`src/verilog/cmd_decoder_pkg.sv`:
```
`default_nettype none
package cmd_decoder_pkg;
    // Register map, byte addresses of aligned 32-bit words.
    localparam int ADDR_W = 8;
    localparam logic [7:0] ADDR_CMD_A = 8'h00;
    localparam logic [7:0] ADDR_CMD_B = 8'h04;
    localparam logic [7:0] ADDR_STATUS = 8'h08;

    // Position of the command code inside a command register write.
    localparam int CMD_HI = 7;
    localparam int CMD_LO = 4;
    localparam int CMD_LANE = 0;

    // Upper command codes handled here.
    localparam logic [3:0] CODE_RX_SET = 4'h8;
    localparam logic [3:0] CODE_RX_CLR = 4'h9;
    localparam logic [3:0] CODE_TX_SET = 4'hA;
    localparam logic [3:0] CODE_TX_CLR = 4'hB;
    localparam logic [3:0] CODE_STANDBY_OR_UNLATCH = 4'hC;
    localparam logic [3:0] CODE_ACTIVE_OR_CHAIN = 4'hD;
    localparam logic [3:0] CODE_RSVD_E = 4'hE;
    localparam logic [3:0] CODE_RSVD_F = 4'hF;

    // Status register field positions.
    localparam int ST_RX_EXT = 0;
    localparam int ST_TX_EXT = 2;
    localparam int ST_STANDBY = 4;
    localparam int ST_CHAIN_MODE = 5;
    localparam int ST_IN_SERVICE = 6;

    // Reset values of the control state.
    localparam logic RST_EXTEND = 1'b0;
    localparam logic RST_STANDBY = 1'b0;
    localparam logic RST_CHAIN_MODE = 1'b0;
    localparam logic RST_IN_SERVICE = 1'b0;

    // Bus responses.
    localparam logic [1:0] RESP_OKAY = 2'h0;
    localparam logic [1:0] RESP_SLVERR = 2'h2;
endpackage : cmd_decoder_pkg
`default_nettype wire

```
`src/verilog/rate_extend_bits.sv`:
```
`timescale 1ns/1ns
`default_nettype none
module rate_extend_bits
    import cmd_decoder_pkg::*;
(
    // Clock and reset.
    input wire logic aclk,
    input wire logic aresetn,
    // Decoded command for this channel.
    input wire logic cmd_go,
    input wire logic [3:0] cmd_code,
    // Extend bits.
    output logic rx_ext_ff,
    output logic tx_ext_ff
);
    logic nxt_rx_ext;
    logic nxt_tx_ext;

    // Set and clear codes touch only this channel's bits.
    always_comb begin
        nxt_rx_ext = rx_ext_ff;
        nxt_tx_ext = tx_ext_ff;
        if (cmd_go) begin
            case (cmd_code)
                CODE_RX_SET: nxt_rx_ext = 1'b1;
                CODE_RX_CLR: nxt_rx_ext = 1'b0;
                CODE_TX_SET: nxt_tx_ext = 1'b1;
                CODE_TX_CLR: nxt_tx_ext = 1'b0;
                default: ;
            endcase
        end
    end

    // Registers the extend bits.
    always_ff @(posedge aclk) begin
        if (!aresetn) begin
            rx_ext_ff <= RST_EXTEND;
            tx_ext_ff <= RST_EXTEND;
        end else begin
            rx_ext_ff <= nxt_rx_ext;
            tx_ext_ff <= nxt_tx_ext;
        end
    end
endmodule : rate_extend_bits
`default_nettype wire

```
`src/verilog/channel_command_decoder_upper.sv`:
```
`timescale 1ns/1ns
`default_nettype none
// Overview of operation
// Command code is bits 7:4, per channel.
// Code 1000 sets receive extend bit.
// Code 1001 clears that channel's receive extend.
// Code 1010 sets transmit extend bit.
// Code 1011 clears transmit extend bit.
// Code 1100 on channel A enters standby.
// Standby leaves only by reset or active.
// Code 1101 on channel A exits standby.
// Code 1100 on B resets in-service latch.
// Latch reset drives chain enable high.
// Code 1101 on B enters chain mode.
// Codes 1110 and 1111 change nothing.
module channel_command_decoder_upper
    import cmd_decoder_pkg::*;
#(
    parameter int CHANNELS = 2
) (
    // Clock and reset.
    input wire logic aclk,
    input wire logic aresetn,
    // AXI4-Lite write address channel.
    input wire logic awvalid,
    output logic awready,
    input wire logic [ADDR_W-1:0] awaddr,
    // AXI4-Lite write data channel.
    input wire logic wvalid,
    output logic wready,
    input wire logic [31:0] wdata,
    input wire logic [3:0] wstrb,
    // AXI4-Lite write response channel.
    output logic bvalid,
    input wire logic bready,
    output logic [1:0] bresp,
    // AXI4-Lite read address channel.
    input wire logic arvalid,
    output logic arready,
    input wire logic [ADDR_W-1:0] araddr,
    // AXI4-Lite read data channel.
    output logic rvalid,
    input wire logic rready,
    output logic [31:0] rdata,
    output logic [1:0] rresp,
    // Interrupt acknowledge from the chain logic, one-cycle pulse.
    input wire logic intr_ack,
    // Block state.
    output logic [CHANNELS-1:0] receive_rate_select_extend,
    output logic [CHANNELS-1:0] transmit_rate_select_extend,
    output logic standby_mode,
    output logic chain_mode,
    output logic interrupt_in_service_latch,
    output logic chain_enable_output
);
    logic aw_held_ff;
    logic nxt_aw_held;
    logic [ADDR_W-1:0] aw_addr_ff;
    logic [ADDR_W-1:0] nxt_aw_addr;
    logic w_held_ff;
    logic nxt_w_held;
    logic [31:0] w_data_ff;
    logic [31:0] nxt_w_data;
    logic [3:0] w_strb_ff;
    logic [3:0] nxt_w_strb;
    logic bvalid_ff;
    logic nxt_bvalid;
    logic [1:0] bresp_ff;
    logic [1:0] nxt_bresp;
    logic rvalid_ff;
    logic nxt_rvalid;
    logic [31:0] rdata_ff;
    logic [31:0] nxt_rdata;
    logic [1:0] rresp_ff;
    logic [1:0] nxt_rresp;
    logic standby_ff;
    logic nxt_standby;
    logic chain_mode_ff;
    logic nxt_chain_mode;
    logic in_service_ff;
    logic nxt_in_service;
    logic commit;
    logic hit_a;
    logic hit_b;
    logic go_a;
    logic go_b;
    logic [3:0] cmd_code;
    logic [31:0] status_word;

    // Channel handshakes; a pending response blocks new writes.
    assign awready = !aw_held_ff && !bvalid_ff;
    assign wready = !w_held_ff && !bvalid_ff;
    assign arready = !rvalid_ff;
    assign bvalid = bvalid_ff;
    assign bresp = bresp_ff;
    assign rvalid = rvalid_ff;
    assign rdata = rdata_ff;
    assign rresp = rresp_ff;

    // A write executes once both its address and data are held.
    assign commit = aw_held_ff && w_held_ff && !bvalid_ff;
    assign hit_a = (aw_addr_ff == ADDR_CMD_A);
    assign hit_b = (aw_addr_ff == ADDR_CMD_B);
    assign cmd_code = w_data_ff[CMD_HI:CMD_LO];
    assign go_a = commit && hit_a && w_strb_ff[CMD_LANE];
    assign go_b = commit && hit_b && w_strb_ff[CMD_LANE];

    // Write channel capture and response.
    always_comb begin
        nxt_aw_held = aw_held_ff;
        nxt_aw_addr = aw_addr_ff;
        nxt_w_held = w_held_ff;
        nxt_w_data = w_data_ff;
        nxt_w_strb = w_strb_ff;
        nxt_bvalid = bvalid_ff;
        nxt_bresp = bresp_ff;
        if (awvalid && awready) begin
            nxt_aw_held = 1'b1;
            nxt_aw_addr = awaddr;
        end
        if (wvalid && wready) begin
            nxt_w_held = 1'b1;
            nxt_w_data = wdata;
            nxt_w_strb = wstrb;
        end
        if (commit) begin
            nxt_aw_held = 1'b0;
            nxt_w_held = 1'b0;
            nxt_bvalid = 1'b1;
            if (hit_a || hit_b) begin
                nxt_bresp = RESP_OKAY;
            end else begin
                nxt_bresp = RESP_SLVERR;
            end
        end else if (bvalid_ff && bready) begin
            nxt_bvalid = 1'b0;
        end
    end

    // Status word seen by reads.
    always_comb begin
        status_word = 32'h0000_0000;
        status_word[ST_RX_EXT +: CHANNELS] = receive_rate_select_extend;
        status_word[ST_TX_EXT +: CHANNELS] = transmit_rate_select_extend;
        status_word[ST_STANDBY] = standby_ff;
        status_word[ST_CHAIN_MODE] = chain_mode_ff;
        status_word[ST_IN_SERVICE] = in_service_ff;
    end

    // Read channel; command registers read as zero.
    always_comb begin
        nxt_rvalid = rvalid_ff;
        nxt_rdata = rdata_ff;
        nxt_rresp = rresp_ff;
        if (arvalid && arready) begin
            nxt_rvalid = 1'b1;
            if (araddr == ADDR_STATUS) begin
                nxt_rdata = status_word;
                nxt_rresp = RESP_OKAY;
            end else if (araddr == ADDR_CMD_A || araddr == ADDR_CMD_B) begin
                nxt_rdata = 32'h0000_0000;
                nxt_rresp = RESP_OKAY;
            end else begin
                nxt_rdata = 32'h0000_0000;
                nxt_rresp = RESP_SLVERR;
            end
        end else if (rvalid_ff && rready) begin
            nxt_rvalid = 1'b0;
        end
    end

    // Chip-wide modes; reserved and lower codes fall through untouched.
    always_comb begin
        nxt_standby = standby_ff;
        nxt_chain_mode = chain_mode_ff;
        nxt_in_service = in_service_ff;
        if (go_a && cmd_code == CODE_STANDBY_OR_UNLATCH) begin
            nxt_standby = 1'b1;
        end else if (go_a && cmd_code == CODE_ACTIVE_OR_CHAIN) begin
            nxt_standby = 1'b0;
        end
        if (go_b && cmd_code == CODE_ACTIVE_OR_CHAIN) begin
            nxt_chain_mode = 1'b1;
        end
        if (go_b && cmd_code == CODE_STANDBY_OR_UNLATCH && chain_mode_ff) begin
            nxt_in_service = 1'b0;
        end
        // An acknowledge in the same cycle wins over the reset command.
        if (intr_ack && chain_mode_ff) begin
            nxt_in_service = 1'b1;
        end
    end

    // Registers all bus and mode state.
    always_ff @(posedge aclk) begin
        if (!aresetn) begin
            aw_held_ff <= 1'b0;
            aw_addr_ff <= '0;
            w_held_ff <= 1'b0;
            w_data_ff <= 32'h0000_0000;
            w_strb_ff <= 4'h0;
            bvalid_ff <= 1'b0;
            bresp_ff <= RESP_OKAY;
            rvalid_ff <= 1'b0;
            rdata_ff <= 32'h0000_0000;
            rresp_ff <= RESP_OKAY;
            standby_ff <= RST_STANDBY;
            chain_mode_ff <= RST_CHAIN_MODE;
            in_service_ff <= RST_IN_SERVICE;
        end else begin
            aw_held_ff <= nxt_aw_held;
            aw_addr_ff <= nxt_aw_addr;
            w_held_ff <= nxt_w_held;
            w_data_ff <= nxt_w_data;
            w_strb_ff <= nxt_w_strb;
            bvalid_ff <= nxt_bvalid;
            bresp_ff <= nxt_bresp;
            rvalid_ff <= nxt_rvalid;
            rdata_ff <= nxt_rdata;
            rresp_ff <= nxt_rresp;
            standby_ff <= nxt_standby;
            chain_mode_ff <= nxt_chain_mode;
            in_service_ff <= nxt_in_service;
        end
    end

    assign standby_mode = standby_ff;
    assign chain_mode = chain_mode_ff;
    assign interrupt_in_service_latch = in_service_ff;
    // Priority passes downstream whenever no interrupt is in service.
    assign chain_enable_output = !in_service_ff;

    // One pair of extend bits per channel; channel 0 takes go_a and every other channel takes go_b.
    genvar ch;
    generate
        for (ch = 0; ch < CHANNELS; ch++) begin : g_chan
            rate_extend_bits u_bits (
                .aclk(aclk),
                .aresetn(aresetn),
                .cmd_go((ch == 0) ? go_a : go_b),
                .cmd_code(cmd_code),
                .rx_ext_ff(receive_rate_select_extend[ch]),
                .tx_ext_ff(transmit_rate_select_extend[ch])
            );
        end
    endgenerate
endmodule : channel_command_decoder_upper
`default_nettype wire

```
`config.mk`:
```
export PLATFORM = sky130hd
export DESIGN_NAME = channel_command_decoder_upper
export DESIGN_NICKNAME = d
export VERILOG_FILES = /design/src/verilog/cmd_decoder_pkg.sv /design/src/verilog/rate_extend_bits.sv /design/src/verilog/channel_command_decoder_upper.sv
export SDC_FILE = /design/constraint.sdc
export NUM_CORES = 1
export LEC_CHECK = 0
export ABC_AREA = 1
export BUFFER_PORTS_ARGS = -buffer_cell sky130_fd_sc_hd__buf_2
export CORE_MARGIN = 2
export CORE_UTILIZATION = 41
export CTS_CLUSTER_SIZE = 20
export DETAILED_ROUTE_END_ITERATION = 7
export PLACE_DENSITY = 0.91
export SLEW_MARGIN = 5
export SYNTH_ARGS = -nofsm -noshare
export SYNTH_HDL_FRONTEND = slang
export SYNTH_HIERARCHICAL = 1
export SYNTH_SLANG_ARGS = --single-unit
export TNS_END_PERCENT = 30
```
`constraint.sdc`:
```
create_clock -name aclk -period 1.9 [get_ports aclk]
set_clock_uncertainty 0.05 [all_clocks]
set_input_delay 0.285 -clock aclk [delete_from_list [all_inputs] [get_ports aclk]]
set_output_delay 0.285 -clock aclk [all_outputs]
set_load 0.005 [all_outputs]
```
==> results_dict.tcl <==
set metrics [dict create \
    grt_max_degree 30 \
    boundaryPins 109 \
    cts_resized 0 \
    cts_buffer_depth 2 \
    hold_buffers 0 \
    multi_input_area_um2 747.0 \
    power_density_nw_per_um2 802.9 \
    crit_path_max_fanout 5 \
    path_clk_slew_ns 0.06 \
    antenna_found_initial 0 \
    drt_iter0_drc 27 \
    synth-seq-area-share_pct 40.77 \
    numCtsBuffers 5 \
    initial_utilization_pct 43.28 \
    slew_viol_final 0 \
    ant_nets 0 \
    nets 333 \
    tightest_slew_ns 0.5144 \
    cp-end-kind "flop" \
    crit_arrival_ns 1.60 \
    cts_tree "yes" \
    final.setup.tns_ns 0 \
    relSlewSlack_pct 65.67 \
    grt_pass1_wl_mm 5.278 \
    hold_violations 0 \
    period_minus_slack_ns 1.470 \
    post-route-period-util_pct 77.34 \
    ir_drop_v 0.0004776 \
    clock_sinks 33 \
    dieHeight_um 66.87 \
    syn_avg_cell_area_um2 7.299 \
    wl_per_cell_um 9.944 \
    fill_cells 371 \
    post_dp_cell_area_um2 1800 \
    syn_area_um2 1620 \
    dpl_worst_slack_ns 0.4680 \
    ff_latch_area_um2 660.6 \
    dp_hpwl_mm 2.447 \
    syn_to_final_growth_pct 16.45 \
    leakagePower_nw 0.9089 \
    hold_class "input pin to flop" \
    die_area_um2 4471 \
    layout_common_cells "buf_2 (50), nor2_1 (44), dfxtp_1 (33), conb_1 (27), o21ai_0 (21)" \
    ys_types 23 \
    die_w_um 66.87 \
    firstDrtPassIters 4 \
    diodes 0 \
    setup_slack_ns 0.4305 \
    place_congestion 0.7950 \
    crit_path_start_kind "flop" \
    route.detailed.drc 0 \
    wirelength_mm 3.192 \
    stdcell_count 321 \
    setup_viol_count_final 0 \
    critical_path_class "flop to flop" \
    worstSkewPairLatency_ns 0.28 \
    stdcell_area_um2 1887 \
    core_area_um2 3744 \
    num_vias 1449 \
    ys_ff_latch 33 \
    dp_cells 314 \
    final_common_cell "buf_2" \
    rsz0062_at_grt "no" \
    max_clock_freq_mhz 680.5 \
    row_count 22 \
    drive_gt1_share_pct 26.01 \
    port_buffers 50 \
    cts_root_buf "clkbuf_8" \
    via_per_inst 4.514 \
    globalRouteTotalUtil_pct 15.61 \
    utilization_pct 50.40 \
    cp.required_ns 2.03 \
    post_cts_buffers 0 \
    htree_levels 2 \
    cap_viol_max_count 0 \
    grt_pass1_vias 1292 \
    overflow 0 \
    status "completed" \
    synthCells 222 \
    yosys_warnings 6 \
]
sequential cells by signal (all words and copies together) (netlist names):
signal                      cells
standby_mode                    1
chain_mode                      1
bresp                           1
bvalid                          1
rdata                           7
rresp                           1
w_held_ff                       1
aw_held_ff                      1
g_chan.u_bits/tx_ext_ff         2
aw_addr_ff                      8
w_strb_ff                       1
w_data_ff                       4
rvalid                          1
interrupt_in_service_latch      1
g_chan.u_bits/rx_ext_ff         2
where the power goes:
part	leakage, nW	total [mW]	internal (mW)	switching, mW
Combinational	0.593	0.219	0.0851	0.134
Clock	0.0443	0.520	0.287	0.233
Sequential	0.271	0.776	0.740	0.0359
Total	0.909	1.51	1.11	0.403
stage by stage:
| step | power, mW | hold WS, ns |
|---|---|---|
| after global placement | 1.001 | 0.4017 |
| after floorplan | 0.9708 | 0.3557 |
| after CTS | 1.522 | 0.1996 |
| after detailed placement | 1.010 | 0.4186 |
| final | 1.515 | 0.2014 |
| after global routing | 1.600 | 0.2178 |
area by class of cell:
class	count	share of cell area, %
flip-flops and latches	33	35.01
inverters	22	4.377
well taps	48	3.183
multi-input cells	161	39.59
clock buffers	7	4.576
repair buffers	50	13.26
logic make-up after synthesis:
family | count (synthesis) | share of synthesized area, %
buffers and inverters | 54 | 19.15
AOI/OAI and AO/OA | 41 | 13.05
DFF | 33 | 40.77
and+or+nand+nor | 93 | 26.80
other | 1 | 0.2314
routing by layer:
metal / GRT usage [%] / wire, um
met1: 17.46 / 1377
met2: 26.88 / 1511
met3: 5.068 / 256
met4: 6.888 / 46
met5: 0 / 0
worst paths after layout:
check | start | end | slack (ns) | cells after the start
max | aw_held_ff | g_chan[1].u_bits/rx_ext_ff | 0.43 | 7
max reg2reg | aw_held_ff | g_chan[1].u_bits/rx_ext_ff | 0.43 | 7
min reg2reg | bresp[1] | bresp[1] | 0.42 | 2
min | awaddr[7] | aw_addr_ff[7] | 0.20 | 3
cell usage after synthesis:
library cell	instances	share of area (%)
a21oi_1	18	5.6
a41oi_1	1	0.54
and2_0	1	0.39
and3b_1	1	0.54
buf_1	1	0.23
buf_2	2	0.62
buf_4	28	13
clkbuf_1	1	0.23
conb_1	1	0.23
dfxtp_1	33	41
inv_1	18	4.2
inv_2	4	0.93
nand2_1	20	4.6
nand2_2	2	0.77
nand3_1	14	4.3
nand3_4	1	1.1
nand3b_1	1	0.46
nor2_1	44	10
nor2_2	5	1.9
nor2_4	3	2.1
nor4_1	1	0.39
o21a_1	1	0.46
o21ai_0	21	6.5
worst max-delay path, cell delays in order, from the launching register on:
cell and delay, ns:
dfxtp_1 0.41, nand3_4 0.13, nor4_1 0.39, inv_1 0.10, nor2_2 0.11, nand3_1 0.08, nand2_1 0.06, nor2_1 0.04
No activity file was read; power rests on OpenSTA's default activity.
